<file path="src/pkg/tpw_pkg.sv">
// constants and types shared by the three-phase pwm controller
package tpw_pkg;
   localparam int TPW_AW = 12;
   localparam int TPW_DW = 32;
   localparam int TPW_PER_W = 16;
   localparam int TPW_DT_W = 10;
   localparam int TPW_PD_W = 10;
   localparam int TPW_SW_W = 8;
   localparam int TPW_SEG_W = 9;
   localparam int TPW_GATE_W = 10;
   localparam int TPW_MODE_W = 8;

   localparam logic [11:0] TPW_OFS_PERIOD = 12'h000;
   localparam logic [11:0] TPW_OFS_DEAD = 12'h004;
   localparam logic [11:0] TPW_OFS_PDEL = 12'h008;
   localparam logic [11:0] TPW_OFS_DUTY_A = 12'h00C;
   localparam logic [11:0] TPW_OFS_DUTY_B = 12'h010;
   localparam logic [11:0] TPW_OFS_DUTY_C = 12'h014;
   localparam logic [11:0] TPW_OFS_SEG = 12'h018;
   localparam logic [11:0] TPW_OFS_GATE = 12'h01C;
   localparam logic [11:0] TPW_OFS_MODE = 12'h020;
   localparam logic [11:0] TPW_OFS_SYNCW = 12'h024;
   localparam logic [11:0] TPW_OFS_SWTRIP = 12'h028;
   localparam logic [11:0] TPW_OFS_STATUS = 12'h02C;
   localparam logic [11:0] TPW_OFS_RESTART = 12'h030;

   localparam logic [15:0] TPW_PERIOD_RST = 16'h0000;
   localparam logic [9:0] TPW_DEAD_RST = 10'h000;
   localparam logic [9:0] TPW_PDEL_RST = 10'h000;
   localparam logic [15:0] TPW_DUTY_RST = 16'h0000;
   localparam logic [8:0] TPW_SEG_RST = 9'h000;
   localparam logic [9:0] TPW_GATE_RST = 10'h000;
   localparam logic [7:0] TPW_MODE_RST = 8'h00;
   localparam logic [7:0] TPW_SYNCW_RST = 8'h27;

   localparam int TPW_MODE_DOUBLE_BIT = 6;
   localparam int TPW_GATE_HI_EN_BIT = 8;
   localparam int TPW_GATE_LO_EN_BIT = 9;
   localparam int TPW_SEG_XOVER_LSB = 6;
   localparam int TPW_STAT_TRIP_BIT = 0;
   localparam int TPW_STAT_SHUT_BIT = 1;
   localparam int TPW_STAT_ANALOG_BIT = 2;
   localparam int TPW_STAT_HALF_BIT = 3;

   typedef enum logic {TPW_CNT_UP, TPW_CNT_DOWN} tpw_dir_t;
endpackage : tpw_pkg

</file>
<file path="src/rtl/tpw_top.sv">
// three-phase center-based pwm controller with apb registers
//
// Chosen here: the APB register port and the placing of the registers.
module tpw_top
   import tpw_pkg::*;
#(
   parameter int PHASES = 3
) (
   input wire logic pclk,
   input wire logic presetn,
   input wire logic psel,
   input wire logic penable,
   input wire logic pwrite,
   input wire logic [TPW_AW-1:0] paddr,
   input wire logic [TPW_DW-1:0] pwdata,
   output logic [TPW_DW-1:0] prdata,
   output logic pready,
   output logic pslverr,
   input wire logic trip_input_n,
   input wire logic [PHASES-1:0] sense_high,
   input wire logic [PHASES-1:0] sense_low,
   input wire logic [PHASES-1:0] sense_float,
   output logic phase_a_high,
   output logic phase_a_low,
   output logic phase_b_high,
   output logic phase_b_low,
   output logic phase_c_high,
   output logic phase_c_low,
   output logic converter_sync_pulse,
   output logic sync_irq,
   output logic trip_irq
);

   // on/off of one pair for the current count, index 1 = high, 0 = low
   function automatic logic [1:0] tpw_wave(
      input logic [15:0] cnt,
      input logic [15:0] per,
      input logic [15:0] duty,
      input logic [9:0] dt,
      input logic [9:0] pd
   );
      logic [16:0] t;
      logic [16:0] hi_t;
      logic [16:0] hon;
      logic hi;
      logic lo;
      t = 17'h0_0000;
      if (duty < per) begin
         t = {1'b0, per} - {1'b0, duty};
      end
      hi_t = t + {6'h00, dt, 1'b0};
      hi = {1'b0, cnt} >= hi_t;
      lo = {1'b0, cnt} < t;
      hon = 17'h0_0000;
      if (hi_t < {1'b0, per}) begin
         hon = {1'b0, per} - hi_t;
      end
      // pulses narrower than the deletion width are dropped entirely
      if (hon < {7'h00, pd}) begin
         hi = 1'b0;
      end
      if (t < {7'h00, pd}) begin
         lo = 1'b0;
      end
      return {hi, lo};
   endfunction : tpw_wave

   function automatic logic tpw_mapped(input logic [11:0] a);
      logic ok;
      ok = 1'b0;
      case (a)
         TPW_OFS_PERIOD, TPW_OFS_DEAD, TPW_OFS_PDEL,
         TPW_OFS_DUTY_A, TPW_OFS_DUTY_B, TPW_OFS_DUTY_C,
         TPW_OFS_SEG, TPW_OFS_GATE, TPW_OFS_MODE,
         TPW_OFS_SYNCW, TPW_OFS_SWTRIP, TPW_OFS_STATUS,
         TPW_OFS_RESTART: ok = 1'b1;
         default: ok = 1'b0;
      endcase
      return ok;
   endfunction : tpw_mapped

   // software-visible registers
   logic [15:0] period_register;
   logic [9:0] dead_time_register;
   logic [9:0] pulse_deletion_register;
   logic [15:0] duty_phase_a;
   logic [15:0] duty_phase_b;
   logic [15:0] duty_phase_c;
   logic [8:0] output_segment_register;
   logic [9:0] gate_drive_control;
   logic [7:0] mode_control_register;
   logic [7:0] sync_width_register;

   // copies latched into the timing unit at update points
   logic [15:0] per_l;
   logic [9:0] dt_l;
   logic [9:0] pd_l;
   logic [15:0] duty_l [PHASES];
   logic [8:0] seg_l;

   logic [15:0] cnt;
   tpw_dir_t dir;
   logic [7:0] sync_left;
   logic [7:0] chop_cnt;
   logic chop;
   logic shut;
   logic next_shut;
   logic [31:0] status;

   logic wr;
   logic rd_setup;
   logic sw_trip;
   logic restart;
   logic analog_trip;
   logic hw_trip;
   logic run;
   logic start_ev;
   logic mid_ev;
   logic upd;
   logic double_mode;

   assign wr = psel & penable & pwrite;
   assign rd_setup = psel & ~penable & ~pwrite;
   assign sw_trip = wr & (paddr == TPW_OFS_SWTRIP);
   assign restart = wr & (paddr == TPW_OFS_RESTART);
   assign analog_trip = |(sense_high | sense_low | sense_float);
   assign hw_trip = ~trip_input_n | analog_trip;
   assign run = ~shut;
   assign double_mode = mode_control_register[TPW_MODE_DOUBLE_BIT];

   // zero wait states; only an unmapped address is answered with an error
   assign pready = 1'b1;
   assign pslverr = psel & penable & ~tpw_mapped(paddr);

   always_ff @(posedge pclk or negedge presetn) begin
      if (!presetn) begin
         period_register <= TPW_PERIOD_RST;
         dead_time_register <= TPW_DEAD_RST;
         pulse_deletion_register <= TPW_PDEL_RST;
         duty_phase_a <= TPW_DUTY_RST;
         duty_phase_b <= TPW_DUTY_RST;
         duty_phase_c <= TPW_DUTY_RST;
         output_segment_register <= TPW_SEG_RST;
         gate_drive_control <= TPW_GATE_RST;
         mode_control_register <= TPW_MODE_RST;
         sync_width_register <= TPW_SYNCW_RST;
      end else if (wr) begin
         case (paddr)
            TPW_OFS_PERIOD: period_register <= pwdata[15:0];
            TPW_OFS_DEAD: dead_time_register <= pwdata[9:0];
            TPW_OFS_PDEL: pulse_deletion_register <= pwdata[9:0];
            TPW_OFS_DUTY_A: duty_phase_a <= pwdata[15:0];
            TPW_OFS_DUTY_B: duty_phase_b <= pwdata[15:0];
            TPW_OFS_DUTY_C: duty_phase_c <= pwdata[15:0];
            TPW_OFS_SEG: output_segment_register <= pwdata[8:0];
            TPW_OFS_GATE: gate_drive_control <= pwdata[9:0];
            TPW_OFS_MODE: mode_control_register <= pwdata[7:0];
            TPW_OFS_SYNCW: sync_width_register <= pwdata[7:0];
            default: ;
         endcase
      end
   end

   always_comb begin
      status = 32'h0000_0000;
      status[TPW_STAT_TRIP_BIT] = trip_input_n;
      status[TPW_STAT_SHUT_BIT] = shut;
      status[TPW_STAT_ANALOG_BIT] = analog_trip;
      status[TPW_STAT_HALF_BIT] = (dir == TPW_CNT_DOWN);
   end

   // read data is captured in the setup cycle so it comes from a flop
   always_ff @(posedge pclk or negedge presetn) begin
      if (!presetn) begin
         prdata <= 32'h0000_0000;
      end else if (rd_setup) begin
         case (paddr)
            TPW_OFS_PERIOD: prdata <= {16'h0000, period_register};
            TPW_OFS_DEAD: prdata <= {22'h00_0000, dead_time_register};
            TPW_OFS_PDEL: prdata <= {22'h00_0000, pulse_deletion_register};
            TPW_OFS_DUTY_A: prdata <= {16'h0000, duty_phase_a};
            TPW_OFS_DUTY_B: prdata <= {16'h0000, duty_phase_b};
            TPW_OFS_DUTY_C: prdata <= {16'h0000, duty_phase_c};
            TPW_OFS_SEG: prdata <= {23'h00_0000, output_segment_register};
            TPW_OFS_GATE: prdata <= {22'h00_0000, gate_drive_control};
            TPW_OFS_MODE: prdata <= {24'h00_0000, mode_control_register};
            TPW_OFS_SYNCW: prdata <= {24'h00_0000, sync_width_register};
            TPW_OFS_STATUS: prdata <= status;
            default: prdata <= 32'h0000_0000;
         endcase
      end
   end

   // shutdown latch: a new trip in the restart cycle keeps it set
   always_comb begin
      next_shut = shut;
      if (restart && !hw_trip) begin
         next_shut = 1'b0;
      end
      if (hw_trip || sw_trip) begin
         next_shut = 1'b1;
      end
   end

   always_ff @(posedge pclk or negedge presetn) begin
      if (!presetn) begin
         shut <= 1'b0;
         trip_irq <= 1'b0;
      end else begin
         shut <= next_shut;
         trip_irq <= next_shut & ~shut;
      end
   end

   // counter runs 0..P-1 upward then P..1 downward: 2P cycles per period
   assign start_ev = run & (dir == TPW_CNT_UP) & (cnt == 16'h0000);
   assign mid_ev = run & (dir == TPW_CNT_DOWN) & (cnt == per_l);
   assign upd = start_ev | (mid_ev & double_mode);

   always_ff @(posedge pclk or negedge presetn) begin
      if (!presetn) begin
         cnt <= 16'h0000;
         dir <= TPW_CNT_UP;
      end else if (!run) begin
         cnt <= 16'h0000;
         dir <= TPW_CNT_UP;
      end else begin
         case (dir)
            TPW_CNT_UP: begin
               if (cnt >= per_l - 16'h0001) begin
                  dir <= TPW_CNT_DOWN;
                  cnt <= per_l;
               end else begin
                  cnt <= cnt + 16'h0001;
               end
            end
            TPW_CNT_DOWN: begin
               if (cnt <= 16'h0001) begin
                  dir <= TPW_CNT_UP;
                  cnt <= 16'h0000;
               end else begin
                  cnt <= cnt - 16'h0001;
               end
            end
            default: begin
               dir <= TPW_CNT_UP;
               cnt <= 16'h0000;
            end
         endcase
      end
   end

   // a zero period would stall the counter, so it is latched as one
   always_ff @(posedge pclk or negedge presetn) begin
      if (!presetn) begin
         per_l <= 16'h0001;
         dt_l <= TPW_DEAD_RST;
         pd_l <= TPW_PDEL_RST;
         seg_l <= TPW_SEG_RST;
         for (int i = 0; i < PHASES; i++) begin
            duty_l[i] <= TPW_DUTY_RST;
         end
      end else if (upd) begin
         per_l <= (period_register == 16'h0000) ? 16'h0001 :
                  period_register;
         dt_l <= dead_time_register;
         pd_l <= pulse_deletion_register;
         seg_l <= output_segment_register;
         duty_l[0] <= duty_phase_c;
         duty_l[1] <= duty_phase_b;
         duty_l[2] <= duty_phase_a;
      end
   end

   always_ff @(posedge pclk or negedge presetn) begin
      if (!presetn) begin
         converter_sync_pulse <= 1'b0;
         sync_left <= 8'h00;
         sync_irq <= 1'b0;
      end else begin
         sync_irq <= upd;
         if (upd) begin
            converter_sync_pulse <= 1'b1;
            // taken at the update edge, so no separate latched copy is kept
            sync_left <= sync_width_register;
         end else if (sync_left != 8'h00) begin
            sync_left <= sync_left - 8'h01;
         end else begin
            converter_sync_pulse <= 1'b0;
         end
      end
   end

   // chop toggles every value+1 cycles, period 2*(value+1) cycles
   always_ff @(posedge pclk or negedge presetn) begin
      if (!presetn) begin
         chop_cnt <= 8'h00;
         chop <= 1'b0;
      end else if (chop_cnt >= gate_drive_control[7:0]) begin
         chop_cnt <= 8'h00;
         chop <= ~chop;
      end else begin
         chop_cnt <= chop_cnt + 8'h01;
      end
   end

   // output control, gate drive mixing and unclocked shutdown gating
   logic [PHASES-1:0] out_hi;
   logic [PHASES-1:0] out_lo;

   always_comb begin
      logic [1:0] w;
      logic h;
      logic l;
      w = 2'b00;
      h = 1'b0;
      l = 1'b0;
      out_hi = '0;
      out_lo = '0;
      for (int i = 0; i < PHASES; i++) begin
         w = tpw_wave(cnt, per_l, duty_l[i], dt_l, pd_l);
         if (seg_l[TPW_SEG_XOVER_LSB + i]) begin
            h = w[0];
            l = w[1];
         end else begin
            h = w[1];
            l = w[0];
         end
         h = h & ~seg_l[2*i+1];
         l = l & ~seg_l[2*i];
         if (gate_drive_control[TPW_GATE_HI_EN_BIT]) begin
            h = h & chop;
         end
         if (gate_drive_control[TPW_GATE_LO_EN_BIT]) begin
            l = l & chop;
         end
         // pin and sense terms act without any clock edge
         out_hi[i] = h & run & ~hw_trip;
         out_lo[i] = l & run & ~hw_trip;
      end
   end

   assign phase_a_high = out_hi[2];
   assign phase_a_low = out_lo[2];
   assign phase_b_high = out_hi[1];
   assign phase_b_low = out_lo[1];
   assign phase_c_high = out_hi[0];
   assign phase_c_low = out_lo[0];

   // every register above runs on pclk, the instruction clock
endmodule : tpw_top

</file>
<file path="config.mk">
export PLATFORM = sky130hd
export DESIGN_NAME = tpw_top
export DESIGN_NICKNAME = d
export VERILOG_FILES = /design/src/pkg/tpw_pkg.sv /design/src/rtl/tpw_top.sv
export SDC_FILE = /design/constraint.sdc
export NUM_CORES = 1
export LEC_CHECK = 0
export BUFFER_PORTS_ARGS = -buffer_cell sky130_fd_sc_hd__buf_2
export CAP_MARGIN = 20
export CORE_ASPECT_RATIO = 1.25
export CORE_MARGIN = 2
export CORE_UTILIZATION = 35
export CTS_CLUSTER_DIAMETER = 120
export DETAILED_ROUTE_END_ITERATION = 7
export HOLD_SLACK_MARGIN = 0.06
export PLACE_DENSITY = 0.49
export SLEW_MARGIN = 10
export SYNTH_ARGS = -nofsm -noshare
export SYNTH_HDL_FRONTEND = slang
export SYNTH_SLANG_ARGS = --single-unit
</file>
<file path="constraint.sdc">
create_clock -name pclk -period 15.1 [get_ports pclk]
set_clock_uncertainty 0.2 [all_clocks]
set_input_delay 0 -clock pclk [delete_from_list [all_inputs] [get_ports pclk]]
set_output_delay 0 -clock pclk [all_outputs]
set_load 0.01 [all_outputs]
</file>
# Word-level counts from Yosys, hierarchy flattened
# Memories as Yosys holds them, arrays and structs flattened.
# Index checks and enable logic that the tools add are counted.
[word_totals]
register_bits = 282
romBits = 64
input_bits = 59
out_inout_bits = 43
elab_cells = 194
n_memories = 1
[memory_table]
columns = ["name", "depth", "word_bits", "read_ports", "rd_ports_with_merged_regs", "wr", "line", "rtl"]
rows = [
  ["(name not given)", 64, 1, 1, 0, 0, "tpw_top.sv:71", "case (a)"],
]
[classes]
add_sub_neg = 14
magnitude_cmp = 21
eq_ne = 14
mux = 42
bitwise = 55
reduce_logical = 20
[ops]
columns = ["cell", "count"]
rows = [
  ["$pmux W16 S11", 1],
  ["$lt A17 B10 Y1", 6],
  ["$mux W17", 6],
  ["$mux W16", 4],
  ["$eq A12 B6 Y1 const B", 5],
  ["$add A17 B11 Y17", 3],
  ["$ge A16 B17 Y1", 3],
  ["$lt A16 B17 Y1", 3],
  ["$lt A17 B16 Y1", 3],
  ["$sub A16 B16 Y17", 3],
  ["$sub A16 B17 Y17", 3],
  ["$eq A12 B5 Y1 const B", 4],
  ["$lt A16 B16 Y1", 3],
  ["$and A1 B1 Y1", 37],
  ["$logic_not A16 Y1", 2],
  ["$pmux W16 S2", 1],
  ["$sub A16 B1 Y16 const B", 2],
  ["$mux W1", 26],
  ["$eq A12 B4 Y1 const B", 2],
  ["$mux W8", 3],
  ["$reduce_and A2 Y1", 10],
  ["$add A16 B1 Y16 const B", 1],
  ["$eq A16 B16 Y1", 1],
  ["$ge A16 B16 Y1", 1],
  ["18 further kinds", 33],
]

# Logic depth before layout (Yosys ltp)
# Gate-level depths: netlist (run 1).
[depth]
ltp_word = 13
depth_mapped = 43
depth_no_buf = 41

# Worst setup path after synthesis (run 1)
# Ideal clock, no wire load.
[synth_timing]
path_type = "reg-to-output"
start = "register per_l[0]"
end = "output port phase_c_high"
arrival_time_ns = 7.565
t_required_ns = 14.900
path_slack_ns = 7.335
path_stages_with_launch = 43
n_path_buf = 4
cell_sequence = "dfstp_2 clkbuf_1 inv_1 ha_1 nor2b_1 o21bai_1 nand2_1 a21oi_1 a31oi_1 clkbuf_1 clkbuf_1 nand2_1 inv_1 ha_1 a21oi_1 nor2b_1 o21a_1 o31ai_1 [7 not listed] o21a_1 a31oi_1 o41ai_1 a41o_1 buf_6 nor3_1 ha_1 a21o_1 a21o_1 a21oi_1 nor2b_1 o21ai_0 nand2b_1 a21oi_1 o21ai_0 a21o_1 o2111ai_1 a211oi_1"
[synth_between]
elab_chain_cells = 13
word_cells_on_any_way = 19
classes_between = "add/sub (3); order compare (6); mux (6); bitwise (4)"
[synth_rtl]
columns = ["item", "line", "rtl"]
rows = [
  ["start: declaration", "tpw_top.sv:95", "logic [15:0] per_l;"],
  ["start signal: assignment", "tpw_top.sv:264", "per_l <= (period_register == 16'h0000) ? 16'h0001 :"],
  ["$sub A16 B16 Y17 / $lt A16 B16 Y1 (equally long branches)", "tpw_top.sv:49, tpw_top.sv:48", ""],
  ["$mux W17", "tpw_top.sv:48", "if (duty < per) begin"],
  ["$add A17 B11 Y17", "tpw_top.sv:51", "hi_t = t + {6'h00, dt, 1'b0};"],
  ["$sub A16 B17 Y17 / $lt A17 B16 Y1 (equally long branches)", "tpw_top.sv:56, tpw_top.sv:55", ""],
  ["$mux W17", "tpw_top.sv:55", "if (hi_t < {1'b0, per}) begin"],
  ["$lt A17 B10 Y1", "tpw_top.sv:59", "if (hon < {7'h00, pd}) begin"],
  ["$mux W1", "tpw_top.sv:59", ""],
  ["$mux W1 *", "tpw_top.sv:322", "if (seg_l[TPW_SEG_XOVER_LSB + i]) begin"],
  ["$and A1 B1 Y1 *", "tpw_top.sv:329", "h = h & ~seg_l[2*i+1];"],
  ["$and A1 B1 Y1", "tpw_top.sv:332", "h = h & chop;"],
  ["$mux W1 *", "tpw_top.sv:331", "if (gate_drive_control[TPW_GATE_HI_EN_BIT]) begin"],
  ["$and A1 B1 Y1 * (2 in a row)", "tpw_top.sv:338", "out_hi[i] = h & run & ~hw_trip;"],
  ["end: declaration", "tpw_top.sv:27", "output logic phase_c_high,"],
]
# Every way passes the cells marked *; elsewhere a longest branch is shown, timed or not.

# Worst setup path in the final report (run 1)
[layout_timing]
start = "register per_l[0]"
end = "output port phase_c_low"
[layout_between]
elab_chain_cells = 13
word_cells_on_any_way = 19
classes_between = "add/sub (3); order compare (6); mux (6); bitwise (4)"
[layout_rtl]
columns = ["item", "line", "rtl"]
rows = [
  ["$sub A16 B16 Y17 / $lt A16 B16 Y1 (equally long branches)", "tpw_top.sv:49, tpw_top.sv:48", ""],
  ["$mux W17", "tpw_top.sv:48", ""],
  ["$add A17 B11 Y17", "tpw_top.sv:51", ""],
  ["$sub A16 B17 Y17 / $lt A17 B16 Y1 (equally long branches)", "tpw_top.sv:56, tpw_top.sv:55", ""],
  ["$mux W17", "tpw_top.sv:55", ""],
  ["$lt A17 B10 Y1", "tpw_top.sv:59", ""],
  ["$mux W1", "tpw_top.sv:59", ""],
  ["$mux W1 *", "tpw_top.sv:322", ""],
  ["$and A1 B1 Y1 *", "tpw_top.sv:330", "l = l & ~seg_l[2*i];"],
  ["$and A1 B1 Y1", "tpw_top.sv:335", "l = l & chop;"],
  ["$mux W1 *", "tpw_top.sv:334", "if (gate_drive_control[TPW_GATE_LO_EN_BIT]) begin"],
  ["$and A1 B1 Y1 * (2 in a row)", "tpw_top.sv:339", "out_lo[i] = l & run & ~hw_trip;"],
  ["end: declaration", "tpw_top.sv:28", "output logic phase_c_low,"],
]
# Marked as above.

==> impl_results.md, run 1 <==
* Status: finished, final reports clean
* Main combinational cell family by area after synthesis: compound AO/OA/AOI/OAI gates
* Die footprint at 67900 sq um
* Levels on crit path at 41
* Area leader, netlist: dfrtp_1
* R2r worst-path depth at 8
* Drc violations at 0
* Via count of the routed design at 19800
* Antenna cells at 0
* Multiplexer share of the synthesized area at 10.4%
* Asr flop ratio synth at 100%
* Hold Path Class: input pin to register
* Unrepaired setup endpoints after global routing: no
* Main area contributors after synthesis: dfrtp_1 (28%), ha_1 (16%), mux2_2 (10%)
* Post-synth EDFFs at 0
* Clock transition at path regs at 60 ps
* Setup violators final at 0
* Hold depth at 5
* GRT Total Usage at 23.9%
* First-pass GRT wire length at around 120 mm
* Fmax achieved at between 90 and 100 MHz
* Cts bufs inserted at 30
* Critical Path RT at about 15000 ps
* Area share of the largest cell type after synthesis at ~28%
* Initial antenna violation count at 0
* Final Hold Fails at 0
* CP endpoint kind: output port
* Worst-skew pair later-pin latency at about 600 ps
* Measured slew at the worst slew-check pin at 1160 ps
* Critical path's largest stage delay at 780 ps
* Post-layout min period at 10220 ps
* Syn Std Cell Area at about 23000 sq um
* Initial Utilization at 35.2%
* Drt total wl at 81.3 mm
* Row Count at around 110
* Worst setup margin at 4880 ps
* Max-cap violation count at 0
* Largest net degree at the start of global routing at 127
* CP Launch Type: register
* Post-CTS setup buffers at 0
* Register area at 6660 sq um
* Root Buffer: clkbuf_16
* Crit Path Max Fanout at 19
* Post-Synth Simple-Gate Area at 14.4%
* Dpl hpwl at 61.3 mm
* Die W at 233 microns
* Setup TNS at 0 ps
* YS warnings at 0
* Cell area power density at between 60 and 70 nW/um^2
* Yosys cell types at 93
* CP top delay family: compound AO/OA/AOI/OAI gates
* Wire per inst at 23.2 microns
* P&R area growth vs syn at 12.6%
* Vias in the first global route at between 20000 and 25000
* Worst EP arrival at 10020 ps
* DP Worst Slack at 5570 ps
* LEAKAGE at 12.7 nW
* Synth Flop Type: dfrtp_1
* Synth Area in Compound Gates at 18.5%
* Most frequent cells in the layout: ha_1 (290), dfrtp_1 (261), mux2_2 (205)
* H-tree levels at 1
* TritonCTS Sinks at 266
* Iter 0 DRT Violations at 1358
* Sequential area share after synthesis at about 29%
* Cell mode on critical path: a21oi_1
* Area of the multi-input gates at ~15000 sq um
* GP Congestion at roughly 0.90
* Remaining antenna violation count after routing at 0
* Maximum vdd drop at 0.0870 mV
* Die Y-Extent at about 290 microns
* Layout cell share with drive strength beyond 1 at 15.6%
* Max-slew headroom at 22.3%
* GRT overflow at 0
* Via density at 5.66
* Synthesized area per cell at 9.14 sq um
* Crit-path slowest cell: dfstp_2
* 1st-pass router iterations at 8
* Io pins at 102
* Most common library cell in the layout ignoring fill and taps: ha_1
* Post-synthesis sequential element count at 266
* Worst path bufs/invs at 5
* Buffers on Ports at 68
* CTS tree: done
* Layout net count at 2985
* Max-slew violation count at 0
* Fillers at 6605
* Fraction of the mapped netlist area in adder cells at 17.0%
* CP Class: register to output port
* CTS max path bufs at 3
* Core ar. at between 60000 and 70000 sq um
* Synth Instances at 2520
* Tcrit/Tclk final at 67.7%
* Xor and xnor area share after synthesis at 6.20%
[worst min-delay path, cell delays in order]
cell	delay, ps
buf_2	70
nor4_1	60
nor3_1	440
a21oi_1	90
a31oi_1	160
[cell usage after synthesis, types with 9 or more instances]
cell type	number
a211oi_1	19
ha_1	290
fa_1	9
a31oi_1	34
a21oi_1	158
o21a_1	35
or3_1	9
nand3b_1	9
maj3_1	10
nor2b_1	34
dfrtp_1	261
a22oi_1	17
a222oi_1	11
o31ai_1	14
a221oi_1	19
o22ai_1	15
o21bai_1	14
nand2b_1	32
nand3_1	52
buf_4	19
xnor2_1	96
nand4_1	36
xor2_1	60
or4_1	9
a21o_1	70
nor4_1	20
o21ai_0	111
mux2_2	205
clkbuf_1	62
inv_1	163
and3_1	23
buf_1	9
nand2_1	177
nor2_1	196
o211ai_1	15
nor3_1	49
[worst paths after layout]
path,startpoint,to,slack [ps]
max,per_l[0],phase_c_low,4880
max in group asynchronous,presetn,duty_phase_c[5],13440
min,sense_low[0],prdata[2],60
max reg2reg,cnt[3],duty_l[29],11040
min reg2reg,chop,chop,290
min in group asynchronous,presetn,seg_l[4],490
[stage by stage]
stage / hold WS, ps / util (%) / power, mW / cells / cell area [sq um]
after CTS: 64.0 / 39.6 / 1.64 / 3507 / 25900
final: 58.1 / 39.6 / 1.62 / 3507 / 25900
after detailed placement: -7.62 / 37.4 / 0.853 / 3409 / 24500
after global routing: 91.1 / 39.6 / 1.68 / 3507 / 25900
after global placement: -15.3 / 37.4 / 0.851 / 3408 / 24400
after floorplan: -496 / - / 0.810 / 2535 / 23100
[where the power goes]
part           internal, mW  total, mW  switching, mW
Clock                 0.460      0.773          0.313
Combinational        0.0426     0.0984         0.0557
Sequential            0.731      0.748         0.0163
Total                  1.23       1.62          0.385
[sequential cells by signal, indices dropped and copies added, names as in the netlist, 10 cells and up]
name / count
duty_phase_c: 16
duty_phase_a: 16
pd_l: 10
dead_time_register: 10
pulse_deletion_register: 10
period_register: 16
duty_phase_b: 16
dt_l: 10
duty_l: 48
gate_drive_control: 10
per_l: 16
prdata: 16
cnt: 16
[cell type report]
| class | instances | share of cell area (%) |
|---|---|---|
| inverter | 163 | 2.36 |
| sequential | 266 | 25.7 |
| clock inverter | 13 | 0.729 |
| multi-input combinational | 2009 | 59.4 |
| clock buffer | 43 | 3.28 |
| tap | 856 | 4.13 |
| timing repair buffer | 157 | 4.39 |
[kinds of logic (layout without fill, tap and decap cells)]
| family | Yosys count | after routing |
|---|---|---|
| AND/OR/NAND/NOR | 685 | 685 |
| AO/OA/AOI/OAI | 626 | 626 |
| adder cells (fa/ha/maj) | 309 | 309 |
| flip-flops | 266 | 266 |
| buffers and inverters | 260 | 376 |
| multiplexers | 213 | 213 |
| XOR/XNOR | 159 | 159 |
| other | 2 | 17 |
[timing repair]
| item | in CTS | in global routing |
|---|---|---|
| gates resized for setup | 0 | 0 |
| hold endpoints to repair | 263 | 0 |
| hold buffers | 42 | 0 |
[layer usage]
metal,wire length (microns),up-vias,global-route usage [%]
met1,34200,9722,29.7
met2,39600,548,41.5
met4,4350,0,11.1
met5,0,-,0
li1,-,9416,-
met3,3190,150,1.98
Power figures use the tool's default switching activity.
==> run 2: changes to the inputs <==
- clock period: 15.1 -> 9.44 ns (I/O delays scaled with it)
==> impl_results.md, run 2 (synthesis results as in run 1) <==
* Status: finished, final reports clean
* Layout cell share with drive strength beyond 1 at between 10% and 20%
* Root Buffer: clkbuf_16
* Max-cap violation count at 0
* LEAKAGE at 12.9 nW
* Sequential fraction of design power at a little under half
* Largest net degree at the start of global routing at 156
* Die Y-Extent at 291 microns
* Die W at 233 microns
* Fillers at 6585
* Via density at between 5 and 6
* Critical Path RT at 9240 ps
* Io pins at 102
* Die footprint at 67900 sq um
* Layout net count at 3024
* Hold Path Class: input pin to register
* Sw frac at 24.4%
* Clock transition at path regs at 70 ps
* Dpl hpwl at roughly 63 mm
* Flip-flop count of the largest register after layout at 48
* GRT Total Usage at between 20 and 25%
* Worst EP arrival at about 8800 ps
* First-pass GRT wire length at 123 mm
* Comb power frac at ~6.2%
* Buffers on Ports at 68
* Hold_sp: paddr[6]
* GP Congestion at between 0.8 and 0.9
* Crit Path Max Fanout at 6
* H-tree levels at 1
* Crit-path slowest cell: dfrtp_2
* Measured slew at the worst slew-check pin at 1180 ps
* Reg with most FFs: duty_l
* Iter 0 DRT Violations at around 1400
* Maximum vdd drop at 0.136 mV
* CTS tree: done
* Worst-skew pair later-pin latency at approximately 600 ps
* 1st-pass router iterations at 7
* P&R area growth vs syn at 15.0%
* Row Count at 105
* Max-slew headroom at 21.2%
* Fmax achieved at 112 MHz
* Remaining antenna violation count after routing at 0
* Critical path's largest stage delay at around 520 ps
* Drt total wl at 82.7 mm
* Post-route core utilization at 40.5%
* TritonCTS Sinks at 266
* Most common library cell in the layout ignoring fill and taps: ha_1
* Core ar. at between 60000 and 70000 sq um
* Placed insts at 3430
* CP Launch Type: register
* Pint at 1.91 mW
* Cell mode on critical path: a21oi_1
* Via count of the routed design at 20100
* Cts bufs inserted at 29
* P_sw at between 0.6 and 0.7 mW
* Setup violators final at 0
* Reg2Reg Launch Point: cnt[3]
* Initial Utilization at 35.2%
* CP Launch Point: per_l[15]
* CP Class: register to output port
* Clock share of power at between 40% and 50%
* Cell area power density at 95.5 nW/um^2
* Most frequent cells in the layout: ha_1 (277), dfrtp_1 (256), mux2_2 (205)
* Initial antenna violation count at 0
* CTS max path bufs at 3
* Final Hold Fails at 0
* Max-slew violation count at 0
* Tcrit/Tclk final at 94.8%
* Vias in the first global route at just over 20000
* Post-layout min period at 8950 ps
* Wire per inst at 23.3 microns
* Drc violations at 0
* Finished Layout Cells at 3546
* GRT overflow at 0
* CP endpoint kind: output port
## run 2: cell count changes in the layout (fill, tap and decap cells not counted), moves of 5 or more
cell,before,now
a21oi_1,158,152
a21oi_2,3,8
buf_4,46,74
clkbuf_1,8,2
clkbuf_8,5,11
dfrtp_1,261,256
dfrtp_2,0,5
dlygate4sd3_1,41,50
ha_1,290,277
ha_2,0,7
ha_4,0,6
o21ai_0,111,106
## run 2: through the flow
stage / power, mW / cell area, sq um / hold slack, ps / setup slack (ps) / setup TNS, ps
after floorplan: 1.29 / 23100 / -496 / 1680 / 0
after global placement: 1.36 / 24600 / -82.4 / 555 / 0
after detailed placement: 1.36 / 24600 / -75.3 / 489 / 0
after CTS: 2.56 / 26200 / 63.0 / 22.0 / 0
after global routing: 2.62 / 26500 / 80.2 / -13.0 / -21.9
final: 2.53 / 26500 / 34.3 / 493 / 0
## run 2: repair_timing
| action | 4_1_cts | 5_1_grt |
|---|---|---|
| buffers inserted | 1 | 7 |
| pin swaps | 1 | 6 |
| hold buffers | 51 | 0 |
| setup endpoints to repair | 4 | 6 |
| endpoints found under the hold margin | 248 | 0 |
| gates resized for setup | 4 | 52 |
## run 2: layout make-up
type	instances	area, sq um	share of cell area (%)
diodes	2	5.00	0.0189
clock buffers	42	885	3.34
clock inverters	11	101	0.382
inverters	163	612	2.31
multi-input cells	2009	15700	59.1
flip-flops and latches	266	6670	25.2
well taps	856	1070	4.04
repair buffers	197	1500	5.66
## run 2: worst max-delay path, delay by kind of cell, from the launching register on
family          cells  cell delay, ps
compound gates     23            4220
flops               1             520
buf+inv             4             580
simple gates        9            1180
fa+ha+maj           5            1610
## run 2: layer usage
metal	global-route usage, %	up-vias	wire (microns)
met2	42.2	571	40500
met3	2.06	141	3430
met1	30.6	9960	35000
li1	-	9473	-
met4	9.39	0	3730
met5	0	-	0
## run 2: worst paths after layout
kind	endpoint	slack [ps]	depth (start not counted)
setup / recovery	phase_c_low	490	41
hold / removal	gate_drive_control[3]	30	6
setup reg to reg	per_l[0]	5310	9
hold reg to reg	chop	290	1
max in group asynchronous	cnt[3]	7690	4
min in group asynchronous	sync_width_register[2]	350	3
## run 2: power groups by stage
| stage | combinational [mW] | clock, mW | sequential, mW |
|---|---|---|---|
| CTS | 0.161 | 1.20 | 1.20 |
| global route | 0.180 | 1.24 | 1.20 |
| global placement | 0.146 | 0 | 1.22 |
| floorplan | 0.0802 | 0 | 1.21 |
| detailed placement | 0.148 | 0 | 1.22 |
| finish | 0.158 | 1.18 | 1.20 |
==> run 3: changes to the inputs <==
--- a/config.mk
+++ b/config.mk
@@ -16,3 +16,2 @@
 export PLACE_DENSITY = 0.49
-export SLEW_MARGIN = 10
 export SYNTH_ARGS = -nofsm -noshare
==> constraint.sdc (replaced) <==
create_clock -name pclk -period 9.44 [get_ports pclk]
set_clock_uncertainty 0.2 [all_clocks]
set_input_delay 0.944 -clock pclk [delete_from_list [all_inputs] [get_ports pclk]]
set_output_delay 0.944 -clock pclk [all_outputs]
set_load 0.01 [all_outputs]
==> impl_results.md, run 3 (synthesis results as in run 1) <==
* Post-layout min period at 9270 ps
* Measured slew at the worst slew-check pin at 1280 ps
* Most common library cell in the layout ignoring fill and taps: dfrtp_1
* Most frequent cells in the layout: dfrtp_1 (251), ha_1 (249), buf_4 (207)
* GRT overflow at 0
* CP Class: register to output port
* GP Congestion at 0.910
* Cell area power density at 90.0 nW/um^2
* Initial Utilization at 35.2%
* Setup violators final at 0
* 1st-pass router iterations at 7
* Hold slack at 259 ps
* Via density at 5.58
* CTS Hold Bufs at 0
* Cts bufs inserted at 29
* Hold Path Class: input pin to async pin
* Root Buffer: clkbuf_16
* Flip-flop count of the largest register after layout at 48
* Layout net count at 3111
* P&R area growth vs syn at 20.9%
* Drt total wl at 84.1 mm
* Remaining antenna violation count after routing at 0
* Placed Area at 25300 sq um
* Max-cap violation count at 0
* Worst-skew pair later-pin latency at 580 ps
* Dpl hpwl at 65.1 mm
* CP top delay family: compound AO/OA/AOI/OAI gates
* Worst EP arrival at 8130 ps
* Via count of the routed design at 20300
* Critical path's largest stage delay at 460 ps
* Drc violations at 0
* Die footprint at 67900 sq um
* Worst path bufs/invs at 8
* CTS tree: done
* Worst setup margin at 167 ps
* Max-slew violation count at 0
* DP Worst Slack at -95.7 ps
* Tcrit/Tclk final at between 90 and 100%
* CP endpoint kind: output port
* Finished Layout Cells at 3633
* H-tree levels at 1
* Buffers on Ports at 68
* TritonCTS Sinks at 266
* Io pins at 102
* Max-slew headroom at around an eighth
* Largest net degree at the start of global routing at 151
* CP Launch Type: register
* Status: finished, final reports clean
* Initial antenna violation count at 1
* Iter 0 DRT Violations at 1212
* LEAKAGE at 13.5 nW
* Reg with most FFs: duty_l
* Core ar. at 65400 sq um
* Wire per inst at between 20 and 25 microns
* Layout cell share with drive strength beyond 1 at 26.7%
* Crit Path Max Fanout at 7
* First-pass GRT wire length at 124 mm
* Final Hold Fails at 0
* Maximum vdd drop at ~0.15 mV
* Fillers at 6525
* Die W at 233 microns
* Critical Path RT at 8300 ps
* Row Count at 105
* GRT Total Usage at between 20% and 30%
* Fmax achieved at 108 MHz
* CTS max path bufs at 3
* Vias in the first global route at 20700
* Crit-path slowest cell: dfrtp_2
* Placed insts at between 3000 and 4000
* Post-Layout Inst Area at 27800 sq um
* Setup TNS at 0 ps
* Clock transition at path regs at 70 ps
* Die Y-Extent at 291 microns
-- run 3: cell type report --
cell class	instances	area (sq um)	area share (%)
Sequential cell	266	6680	24.0
Inverter	163	614	2.21
Timing Repair Buffer	284	2020	7.27
Tap cell	856	1070	3.85
Clock inverter	14	138	0.494
Antenna cell	1	2.50	0.00899
Multi-Input combinational cell	2009	16500	59.2
Clock buffer	40	837	3.01
-- run 3: path summary, 6_finish.rpt --
kind | from | depth (start not counted) | slack [ps] | to
max in group asynchronous | presetn | 2 | 7370 | dead_time_register[0]
hold reg to reg | duty_l[24] | 1 | 310 | duty_l[24]
setup / recovery | per_l[1] | 39 | 170 | phase_b_high
hold / removal | presetn | 1 | 260 | duty_phase_a[13]
setup reg to reg | per_l[3] | 16 | 5190 | cnt[13]
min in group pclk | duty_l[24] | 1 | 310 | duty_l[24]
-- run 3: power by group --
group,leakage (nW),internal (mW),switching [mW]
logic,9.40,0.0580,0.0872
clock network,0.486,0.676,0.487
registers,3.57,1.17,0.0264
total,13.5,1.90,0.601
-- run 3: repair_timing --
| item | 4_1_cts | 5_1_grt |
|---|---|---|
| setup buffers | 15 | 47 |
| pin swaps | 23 | 99 |
| gates resized for setup | 72 | 151 |
| cloned | 0 | 1 |
| endpoints found under the setup margin | 6 | 6 |
-- run 3: through the flow --
stage                     utilization [%]  power [mW]
after floorplan                         -        1.29
after global placement               38.6        1.36
after detailed placement             38.6        1.37
after CTS                            40.9        2.53
after global routing                 42.5        2.59
final                                42.6        2.50
-- run 3: layer usage --
metal,part of all wire [%],GRT usage (%)
met3,3.5,1.89
met2,49,42.6
met4,5.8,11.4
met5,0,0
met1,42,29.8
